File: config.mk
export PLATFORM = sky130hd
export DESIGN_NAME = core_debug_controller
export DESIGN_NICKNAME = d
export VERILOG_FILES = /design/src/core/core_debug_controller.v /design/src/core/dbg_event_detect.v
export VERILOG_INCLUDE_DIRS = /design/src /design/src/core
export SDC_FILE = /design/constraint.sdc
export NUM_CORES = 1
export LEC_CHECK = 0
export BUFFER_PORTS_ARGS = -buffer_cell sky130_fd_sc_hd__buf_4
export CAP_MARGIN = 15
export CORE_MARGIN = 2
export CORE_UTILIZATION = 45
export CTS_CLUSTER_SIZE = 16
export DETAILED_ROUTE_END_ITERATION = 8
export PLACE_DENSITY = 0.8
export SKIP_CTS_REPAIR_TIMING = 1
export SLEW_MARGIN = 10
export SYNTH_ARGS = -nofsm -noshare
export SYNTH_HDL_FRONTEND = slang
export SYNTH_HIERARCHICAL = 1
export SYNTH_SLANG_ARGS = --single-unit
File: constraint.sdc
create_clock -name clk_in -period 3.3 [get_ports clk_in]
set_input_delay 0.165 -clock clk_in [delete_from_list [all_inputs] [get_ports clk_in]]
set_output_delay 0.165 -clock clk_in [all_outputs]
set_load 0.03 [all_outputs]
File: src/core/dbg_ctrl_map.vh
`ifndef DBG_CTRL_MAP_VH
`define DBG_CTRL_MAP_VH

// register byte offsets
`define OFF_STATUS 12'h000
`define OFF_EXT_CFG 12'h004
`define OFF_SW_CFG 12'h008
`define OFF_CR_CFG 12'h00c
`define OFF_TRIG_CFG 12'h010
`define OFF_STEP 12'h014

// status fields
`define ST_DE_BIT 0
`define ST_HALT_LSB 1
`define ST_SUSPEND_FIELD_BIT 3
`define ST_PREVIOUS_SUSPEND_FIELD_BIT 4
`define ST_PEVT_BIT 5
`define ST_SRC_LSB 8
`define ST_SUSPIN_BIT 12

// config register fields (external, software, core-register, trigger)
`define CFG_EVENT_ACTION_FIELD_LSB 0
`define CFG_BOD_BIT 3
`define CFG_SUSPEND_FIELD_BIT 4
`define CFG_CNT_BIT 5

// event action encodings
`define EVENT_ACTION_FIELD_NONE 3'h0
`define EVENT_ACTION_FIELD_DISABLED 3'h1
`define EVENT_ACTION_FIELD_HALT 3'h2
`define EVENT_ACTION_FIELD_TRAP 3'h3
`define EVENT_ACTION_FIELD_INT 3'h4

// halt field values
`define HALT_RUN 2'h0
`define HALT_ON 2'h1
`define HALT_CLR 2'h2

// event source codes
`define SRC_NONE 4'h0
`define SRC_EXT 4'h1
`define SRC_SW 4'h2
`define SRC_CR 4'h3
`define SRC_TRIG 4'h4

// dedicated debug register range
`define DBG_RANGE_LO 16'hf000
`define DBG_RANGE_HI 16'hfdff

// software debug instruction encodings
`define SW_DBG_SHORT 16'ha000
`define SW_DBG_LONG 32'h0100_000d

`endif

File: src/core/core_debug_controller.v
// Added by the designer: the register addresses and register access over APB.
`timescale 1ns/1ns
`include "dbg_ctrl_map.vh"
// Notes on behaviour
// - debug enable bit 0 disables controller; 1 enables debug mode
// - events arise only while the controller is enabled
// - break-in event performs action from external event config
// - external event stops core without reset, independent of instructions
// - external event recognition may wait while a non-cancellable instruction runs
// - break-out driven by events only; software cannot write it
// - suspend-out follows status suspend field, including software writes
// - debug instruction raises event when enabled, else no-op
// - short and long debug instruction encodings behave identically
// - debug instruction event uses software event config action
// - core-register move raises event when enabled
// - trigger unit events are a further event source
// - each event updates status and may signal, halt, trap, interrupt, count
// - hardware single-step support
// - registers accessible over APB while core runs, minimal intrusion
// - detection does not disturb execution; config writable while running
// - no event for moves into the dedicated debug register range
// - each event except interrupt action copies suspend to previous-suspend, then loads source suspend
// - halt entered with field 01; cleared by writing 10
// - software suspend write leaves previous-suspend unchanged
module core_debug_controller (
	input wire clk_in,
	input wire nrst_in,
	input wire psel_in,
	input wire penable_in,
	input wire pwrite_in,
	input wire [11:0] paddr_in,
	input wire [31:0] pwdata_in,
	output reg [31:0] prdata_out,
	output reg pready_out,
	output reg pslverr_out,
	input wire break_in_in,
	input wire suspend_in_in,
	input wire trigger_event_in,
	input wire noncancel_busy_in,
	input wire instr_valid_in,
	input wire instr_long_in,
	input wire [31:0] instr_in,
	input wire cr_move_in,
	input wire [15:0] cr_addr_in,
	input wire instr_retired_in,
	output reg break_out_out,
	output reg suspend_out_out,
	output reg halt_out,
	output reg trap_out,
	output reg bp_int_out,
	output reg count_run_out,
	output reg debug_mode_out
);
	////////////////////////////////////////////////////////////////////////
	reg de_reg;
	reg [1:0] halt_reg;
	reg suspend_field_reg;
	reg previous_suspend_field_reg;
	reg pevt_reg;
	reg [3:0] src_reg;
	reg [5:0] ext_cfg_reg;
	reg [5:0] sw_cfg_reg;
	reg [5:0] cr_cfg_reg;
	reg [5:0] trig_cfg_reg;
	reg step_reg;
	reg brk_s1_reg, brk_s2_reg, brk_s3_reg;
	reg sin_s1_reg, sin_s2_reg, sin_s3_reg;
	reg ext_pend_reg;
	reg sin_pend_reg;
	wire sw_evt;
	wire cr_evt;
	wire wr_acc;
	wire rd_acc;
	wire ext_fire;
	reg any_evt;
	reg [3:0] src_next;
	reg [5:0] cfg_sel;
	reg [31:0] status_word;
	reg [31:0] rd_word;
	reg rd_err;

	dbg_event_detect u_detect (
		.clk_in(clk_in),
		.nrst_in(nrst_in),
		.enable_in(de_reg),
		.instr_valid_in(instr_valid_in),
		.instr_long_in(instr_long_in),
		.instr_in(instr_in),
		.cr_move_in(cr_move_in),
		.cr_addr_in(cr_addr_in),
		.sw_event_out(sw_evt),
		.cr_event_out(cr_evt)
	);

	////////////////////////////////////////////////////////////////////////
	// apb: single-wait-free slave, answers in the access cycle
	assign wr_acc = psel_in && penable_in && pwrite_in;
	assign rd_acc = psel_in && penable_in && !pwrite_in;

	always @* begin
		status_word = 32'h0000_0000;
		status_word[`ST_DE_BIT] = de_reg;
		status_word[`ST_HALT_LSB+1:`ST_HALT_LSB] = halt_reg;
		status_word[`ST_SUSPEND_FIELD_BIT] = suspend_field_reg;
		status_word[`ST_PREVIOUS_SUSPEND_FIELD_BIT] = previous_suspend_field_reg;
		status_word[`ST_PEVT_BIT] = pevt_reg;
		status_word[`ST_SRC_LSB+3:`ST_SRC_LSB] = src_reg;
		status_word[`ST_SUSPIN_BIT] = sin_s2_reg;
	end

	// read mux; unmapped or unaligned offsets answer zero with an error
	always @* begin
		rd_word = 32'h0000_0000;
		rd_err = 1'b0;
		case (paddr_in)
		`OFF_STATUS: rd_word = status_word;
		`OFF_EXT_CFG: rd_word = {26'h0, ext_cfg_reg};
		`OFF_SW_CFG: rd_word = {26'h0, sw_cfg_reg};
		`OFF_CR_CFG: rd_word = {26'h0, cr_cfg_reg};
		`OFF_TRIG_CFG: rd_word = {26'h0, trig_cfg_reg};
		`OFF_STEP: rd_word = {31'h0, step_reg};
		default: rd_err = 1'b1;
		endcase
	end

	always @(posedge clk_in) begin
		if (!nrst_in) begin
			prdata_out <= 32'h0000_0000;
			pready_out <= 1'b0;
			pslverr_out <= 1'b0;
		end else begin
			pready_out <= psel_in && !penable_in;
			pslverr_out <= 1'b0;
			if (psel_in && !penable_in) begin
				prdata_out <= rd_word;
				pslverr_out <= rd_err;
			end
		end
	end

	////////////////////////////////////////////////////////////////////////
	// pin synchronisers; third stage only for edge detect
	always @(posedge clk_in) begin
		if (!nrst_in) begin
			brk_s1_reg <= 1'b0;
			brk_s2_reg <= 1'b0;
			brk_s3_reg <= 1'b0;
			sin_s1_reg <= 1'b0;
			sin_s2_reg <= 1'b0;
			sin_s3_reg <= 1'b0;
		end else begin
			brk_s1_reg <= break_in_in;
			brk_s2_reg <= brk_s1_reg;
			brk_s3_reg <= brk_s2_reg;
			sin_s1_reg <= suspend_in_in;
			sin_s2_reg <= sin_s1_reg;
			sin_s3_reg <= sin_s2_reg;
		end
	end

	// pending latches: recognition waits out non-cancellable work
	assign ext_fire = ext_pend_reg && !noncancel_busy_in;

	always @(posedge clk_in) begin
		if (!nrst_in) begin
			ext_pend_reg <= 1'b0;
			sin_pend_reg <= 1'b0;
		end else begin
			if (de_reg && brk_s2_reg && !brk_s3_reg)
				ext_pend_reg <= 1'b1;
			else if (ext_fire || !de_reg)
				ext_pend_reg <= 1'b0;
			if (de_reg && sin_s2_reg && !sin_s3_reg)
				sin_pend_reg <= 1'b1;
			else if (!noncancel_busy_in || !de_reg)
				sin_pend_reg <= 1'b0;
		end
	end

	////////////////////////////////////////////////////////////////////////
	// fixed priority: external, software, core register, trigger
	always @* begin
		any_evt = 1'b1;
		src_next = `SRC_NONE;
		cfg_sel = 6'h00;
		if (ext_fire) begin
			src_next = `SRC_EXT;
			cfg_sel = ext_cfg_reg;
		end else if (sw_evt) begin
			src_next = `SRC_SW;
			cfg_sel = sw_cfg_reg;
		end else if (cr_evt) begin
			src_next = `SRC_CR;
			cfg_sel = cr_cfg_reg;
		end else if (de_reg && trigger_event_in) begin
			src_next = `SRC_TRIG;
			cfg_sel = trig_cfg_reg;
		end else begin
			any_evt = 1'b0;
		end
	end

	////////////////////////////////////////////////////////////////////////
	// register file and event actions; software writes never stall the core
	wire wr_status;
	wire wr_ext_cfg;
	wire wr_sw_cfg;
	wire wr_cr_cfg;
	wire wr_trig_cfg;
	wire wr_step;
	wire [2:0] act_sel;
	wire act_evt;
	wire act_int;
	wire step_halt;
	wire sin_halt;

	assign wr_status = wr_acc && (paddr_in == `OFF_STATUS);
	assign wr_ext_cfg = wr_acc && (paddr_in == `OFF_EXT_CFG);
	assign wr_sw_cfg = wr_acc && (paddr_in == `OFF_SW_CFG);
	assign wr_cr_cfg = wr_acc && (paddr_in == `OFF_CR_CFG);
	assign wr_trig_cfg = wr_acc && (paddr_in == `OFF_TRIG_CFG);
	assign wr_step = wr_acc && (paddr_in == `OFF_STEP);
	assign act_sel = cfg_sel[`CFG_EVENT_ACTION_FIELD_LSB+2:`CFG_EVENT_ACTION_FIELD_LSB];
	// a source set to disabled is dropped, and it still masks lower-priority sources firing in the same cycle
	assign act_evt = any_evt && (act_sel != `EVENT_ACTION_FIELD_DISABLED);
	// interrupt action keeps both suspend fields untouched
	assign act_int = (act_sel == `EVENT_ACTION_FIELD_INT);
	// single step: each retired instruction halts again
	assign step_halt = de_reg && step_reg && instr_retired_in && (halt_reg == `HALT_RUN);
	assign sin_halt = sin_pend_reg && !noncancel_busy_in;

	////////////////////////////////////////////////////////////////////////
	// configuration registers: written by software only
	always @(posedge clk_in) begin
		if (!nrst_in) begin
			ext_cfg_reg <= 6'h00;
			sw_cfg_reg <= 6'h00;
			cr_cfg_reg <= 6'h00;
			trig_cfg_reg <= 6'h00;
			step_reg <= 1'b0;
		end else begin
			if (wr_ext_cfg)
				ext_cfg_reg <= pwdata_in[5:0];
			if (wr_sw_cfg)
				sw_cfg_reg <= pwdata_in[5:0];
			if (wr_cr_cfg)
				cr_cfg_reg <= pwdata_in[5:0];
			if (wr_trig_cfg)
				trig_cfg_reg <= pwdata_in[5:0];
			if (wr_step)
				step_reg <= pwdata_in[0];
		end
	end

	always @(posedge clk_in) begin
		if (!nrst_in) begin
			de_reg <= 1'b0;
		end else begin
			if (wr_status)
				de_reg <= pwdata_in[`ST_DE_BIT];
		end
	end

	////////////////////////////////////////////////////////////////////////
	// halt field: later lines win, so any halt request beats a software clear
	always @(posedge clk_in) begin
		if (!nrst_in) begin
			halt_reg <= `HALT_RUN;
		end else begin
			if (wr_status && pwdata_in[`ST_HALT_LSB+1:`ST_HALT_LSB] == `HALT_CLR)
				halt_reg <= `HALT_RUN;
			if (step_halt)
				halt_reg <= `HALT_ON;
			if (sin_halt)
				halt_reg <= `HALT_ON;
			if (act_evt && act_sel == `EVENT_ACTION_FIELD_HALT)
				halt_reg <= `HALT_ON;
		end
	end

	////////////////////////////////////////////////////////////////////////
	// suspend, previous suspend, posted event and source
	always @(posedge clk_in) begin
		if (!nrst_in) begin
			suspend_field_reg <= 1'b0;
			previous_suspend_field_reg <= 1'b0;
			pevt_reg <= 1'b0;
			src_reg <= `SRC_NONE;
		end else begin
			if (wr_status) begin
				suspend_field_reg <= pwdata_in[`ST_SUSPEND_FIELD_BIT];
				pevt_reg <= 1'b0;
			end
			// event set wins over a software write in the same cycle, except that under the interrupt action the written suspend field is kept
			if (act_evt) begin
				src_reg <= src_next;
				pevt_reg <= 1'b1;
				if (!act_int) begin
					previous_suspend_field_reg <= suspend_field_reg;
					suspend_field_reg <= cfg_sel[`CFG_SUSPEND_FIELD_BIT];
				end
			end
		end
	end

	////////////////////////////////////////////////////////////////////////
	// action pulses and the count-run toggle towards the core and the debug support side
	always @(posedge clk_in) begin
		if (!nrst_in) begin
			break_out_out <= 1'b0;
			trap_out <= 1'b0;
			bp_int_out <= 1'b0;
			count_run_out <= 1'b0;
		end else begin
			break_out_out <= act_evt && cfg_sel[`CFG_BOD_BIT];
			trap_out <= act_evt && (act_sel == `EVENT_ACTION_FIELD_TRAP);
			bp_int_out <= act_evt && act_int;
			// counters only toggle: start and stop share one bit
			if (act_evt && cfg_sel[`CFG_CNT_BIT])
				count_run_out <= !count_run_out;
		end
	end

	// status mirrors, registered so every output leaves a flip-flop
	always @(posedge clk_in) begin
		if (!nrst_in) begin
			suspend_out_out <= 1'b0;
			halt_out <= 1'b0;
			debug_mode_out <= 1'b0;
		end else begin
			suspend_out_out <= suspend_field_reg;
			halt_out <= (halt_reg == `HALT_ON);
			debug_mode_out <= de_reg;
		end
	end
endmodule

File: src/core/dbg_event_detect.v
`timescale 1ns/1ns
`include "dbg_ctrl_map.vh"
// decodes instruction-driven event sources
module dbg_event_detect (
	input wire clk_in,
	input wire nrst_in,
	input wire enable_in,
	input wire instr_valid_in,
	input wire instr_long_in,
	input wire [31:0] instr_in,
	input wire cr_move_in,
	input wire [15:0] cr_addr_in,
	output reg sw_event_out,
	output reg cr_event_out
);
	wire sw_hit;
	wire cr_hit;
	wire in_dbg_range;

	assign sw_hit = instr_long_in ? (instr_in == `SW_DBG_LONG) : (instr_in[15:0] == `SW_DBG_SHORT);
	assign in_dbg_range = (cr_addr_in >= `DBG_RANGE_LO) && (cr_addr_in <= `DBG_RANGE_HI);
	assign cr_hit = cr_move_in && !in_dbg_range;

	always @(posedge clk_in) begin
		if (!nrst_in) begin
			sw_event_out <= 1'b0;
			cr_event_out <= 1'b0;
		end else begin
			// disabled: software debug instruction acts as a no-op
			sw_event_out <= enable_in && instr_valid_in && sw_hit;
			cr_event_out <= enable_in && instr_valid_in && cr_hit;
		end
	end
endmodule

==> metrics <==
Synth Area in Compound Gates=9.59%; final cell count without fillers=~490; diodes inserted=0; total power=1480 uW; Core ar.=between 0.006 and 0.007 sq mm; final setup vio count=0; Post-synth EDFFs=0; HP Class=in -> reg; Worst EP required=roughly 3500 ps; CP max-delay cell=dfxtp_1; Pre-Repair DR Iteration Count=5; crit path from=u_detect/sw_event_out; R2R Setup Slk=around 1100 ps; final critical-path share of the clock period=66.1%; maxcap violations=0; first-pass GRT wire length=11800 um; worst reg2reg path depth=6; critical path depth=6; Remaining DRCs=0; CTS tree=built; die area=about 0.0073 sq mm; vias per cell=around 5.4; Root Buffer=clkbuf_8; clock latency on the worst-skew pair=approximately 340 ps; DRT Wirelength=roughly 7300 um; FILL cells=about 570; Clock Sinks=62; Port Buffers=between 80 and 90; crit-path max FO=14; die width=around 85 um; Synth Area in Adders=0%; number of I/O pins=roughly 150; CP arrival=2400 ps; CP most frequent cell=a21oi_1; clock buffer depth=2; RSZ-0062 raised after global routing=no; initial antenna violation count=0; final worst slack=1120 ps; pin count of the biggest net entering global routing=22; Worst-path clk slew=about 60 ps; worst-margin pin slew=approximately 580 ps; Final Critical Period=between 2000 and 2500 ps; CTS HTree Levels=3; sum of negative setup slack=0 ps; post-synthesis mux area share=between 10% and 20%; placed insts=between 400 and 500; total track usage=between 20% and 30%; Yosys reg bits=62; reg-to-reg startpoint=u_detect/sw_event_out; post-synth cell types=between 40 and 50; WL per Instance=14.9 um; status=completed; HP Start=suspend_in_in; PwrDens=between 300 and 400 mW/mm^2; vias in the first global route=around 2500; CP Launch Type=flop; row count=29; Top reg by flops=prdata_out; via count=between 2000 and 3000; top_reg_cell synth=dfxtp_1; YS warnings=6; main combinational cell family by area after synthesis=simple AND/OR/NAND/NOR gates; final hold viol count=0; crit path cell chain=nand3b_1, a21oi_1, a221o_2, o31ai_4, a21oi_1, mux2i_1; Initial Util=46.6%; hold depth=2; worst slack, placed=between 1000 and 1500 ps; CTS Buf Count=9; Netlist Area Pre-Place=~0.003 sq mm; mean post-synth cell area=9.18 sq um; Final Max Tran Viols=0; register area share after synthesis=roughly two fifths; peak supply drop=0.000267 V; fin nets=around 520; final antenna-violating net count=0; cell leakage power=approximately 0.0018 uW; Final Skew=roughly 4.5 ps; Worst Setup End Kind=flop; DP HPWL=5520 um; Post-Synth XOR/XNOR Area=0.294%; maximum clock frequency=approximately 460 MHz; max_slew headroom=61.2%; layout cell share with drive strength beyond 1=~28%; Fin Hold WS=30.1 ps; Synth Area in Simple Gates=about a quarter; total gr overflow=0; GP Congestion=between 0.8 and 0.9; Area Overhead vs Synth=26.8%; Mapped Cells=around 320; number of flip-flops in the largest register=10; delay-heaviest family, CP=compound AO/OA/AOI/OAI gates; die height=85.3 um; first-iteration detailed-routing DRC count=between 150 and 200; fraction of registers with async set/reset=0%; crit path kind=reg -> reg; slowest stage delay, CP=roughly 650 ps; CP Buf/Inv Count=0
## stage by stage
stage / cell area [sq um] / utilization (%)
2_1_floorplan: 3050 / -
3_3_place_gp: 3600 / 56.4
3_5_place_dp: 3600 / 56.4
4_1_cts: 3770 / 59.1
5_1_grt: 3770 / 59.1
6_report: 3770 / 59.1
## Yosys cell counts, types with 2 or more instances
library cell	count	share of area, %
a21oi_1	20	3.4
a221o_1	2	0.67
a22o_1	3	0.88
a31oi_1	2	0.42
and2_1	8	1.7
and3_1	2	0.42
buf_2	2	0.34
buf_4	22	5.6
clkbuf_1	8	1.0
dfxtp_1	62	42
inv_1	4	0.50
mux2_2	2	0.76
mux2i_1	32	11
mux4_2	5	3.8
nand2_1	29	3.7
nand2b_1	9	1.9
nand3_1	7	1.2
nand3b_1	4	1.0
nand4_1	6	1.3
nand4b_1	2	0.59
nor2_1	42	5.3
nor2b_1	8	1.7
nor3_1	8	1.3
nor3b_1	3	0.76
nor4_1	6	1.3
o21ai_0	6	1.0
## kinds of logic (layout without fill, tap and decap cells)
kind of cell,Yosys count,in the layout
simple gates,141,141
buf+inv,39,110
mux,39,39
compound gates,41,41
xor+xnor,1,1
flops,62,62
other cells,1,22
## per-layer routing
layer | global-route usage [%] | vias up | share of wire (%)
li1 | - | 1270 | -
met5 | 0 | - | 0
met2 | 34.2 | 109 | 50
met4 | 9.24 | 0 | 1.7
met1 | 25.1 | 1252 | 41
met3 | 6.23 | 14 | 7.1
## cell type report
class                   count  area, sq um  share of cell area [%]
clock buffers              14          163                    4.31
clock inverters             1         5.00                   0.133
inverters                   5         18.8                   0.498
multi-input cells         244         1570                    41.7
flip-flops and latches     62         1240                    32.9
well taps                  77         96.3                    2.55
repair buffers             90          676                    17.9
## worst paths after layout
| check | to |
|---|---|
| max | count_run_out |
| min | sin_s1_reg |
| max reg2reg | count_run_out |
| min reg2reg | sin_s2_reg |
## where the power goes
part,internal [uW],switching [uW]
logic,65.3,81.4
registers,752,1.19
clock network,309,266
total,1130,348
## layout by cell type, fill, tap and decap left out, types with 3 or more instances in the layout
| master | n |
|---|---|
| buf_4 | 90 |
| dfxtp_1 | 62 |
| nor2_1 | 42 |
| mux2i_1 | 32 |
| nand2_1 | 29 |
| conb_1 | 22 |
| a21oi_1 | 20 |
| clkbuf_8 | 11 |
| nand2b_1 | 9 |
| nor3_1 | 8 |
| nor2b_1 | 8 |
| and2_1 | 8 |
| nand3_1 | 7 |
| nor4_1 | 6 |
| nand4_1 | 6 |
| o21ai_0 | 6 |
| mux4_2 | 5 |
| inv_1 | 4 |
| nand3b_1 | 4 |
| nor3b_1 | 3 |
| a22o_1 | 3 |
| clkbuf_1 | 3 |
## worst register-to-register path, cell delays in order, from the launching register on
cell and delay [ps]:
dfxtp_1 650, nand3b_1 180, a21oi_1 80, a221o_2 390
o31ai_4 460, a21oi_1 150, mux2i_1 140
Note: power is estimated with default switching activity, not from simulation.
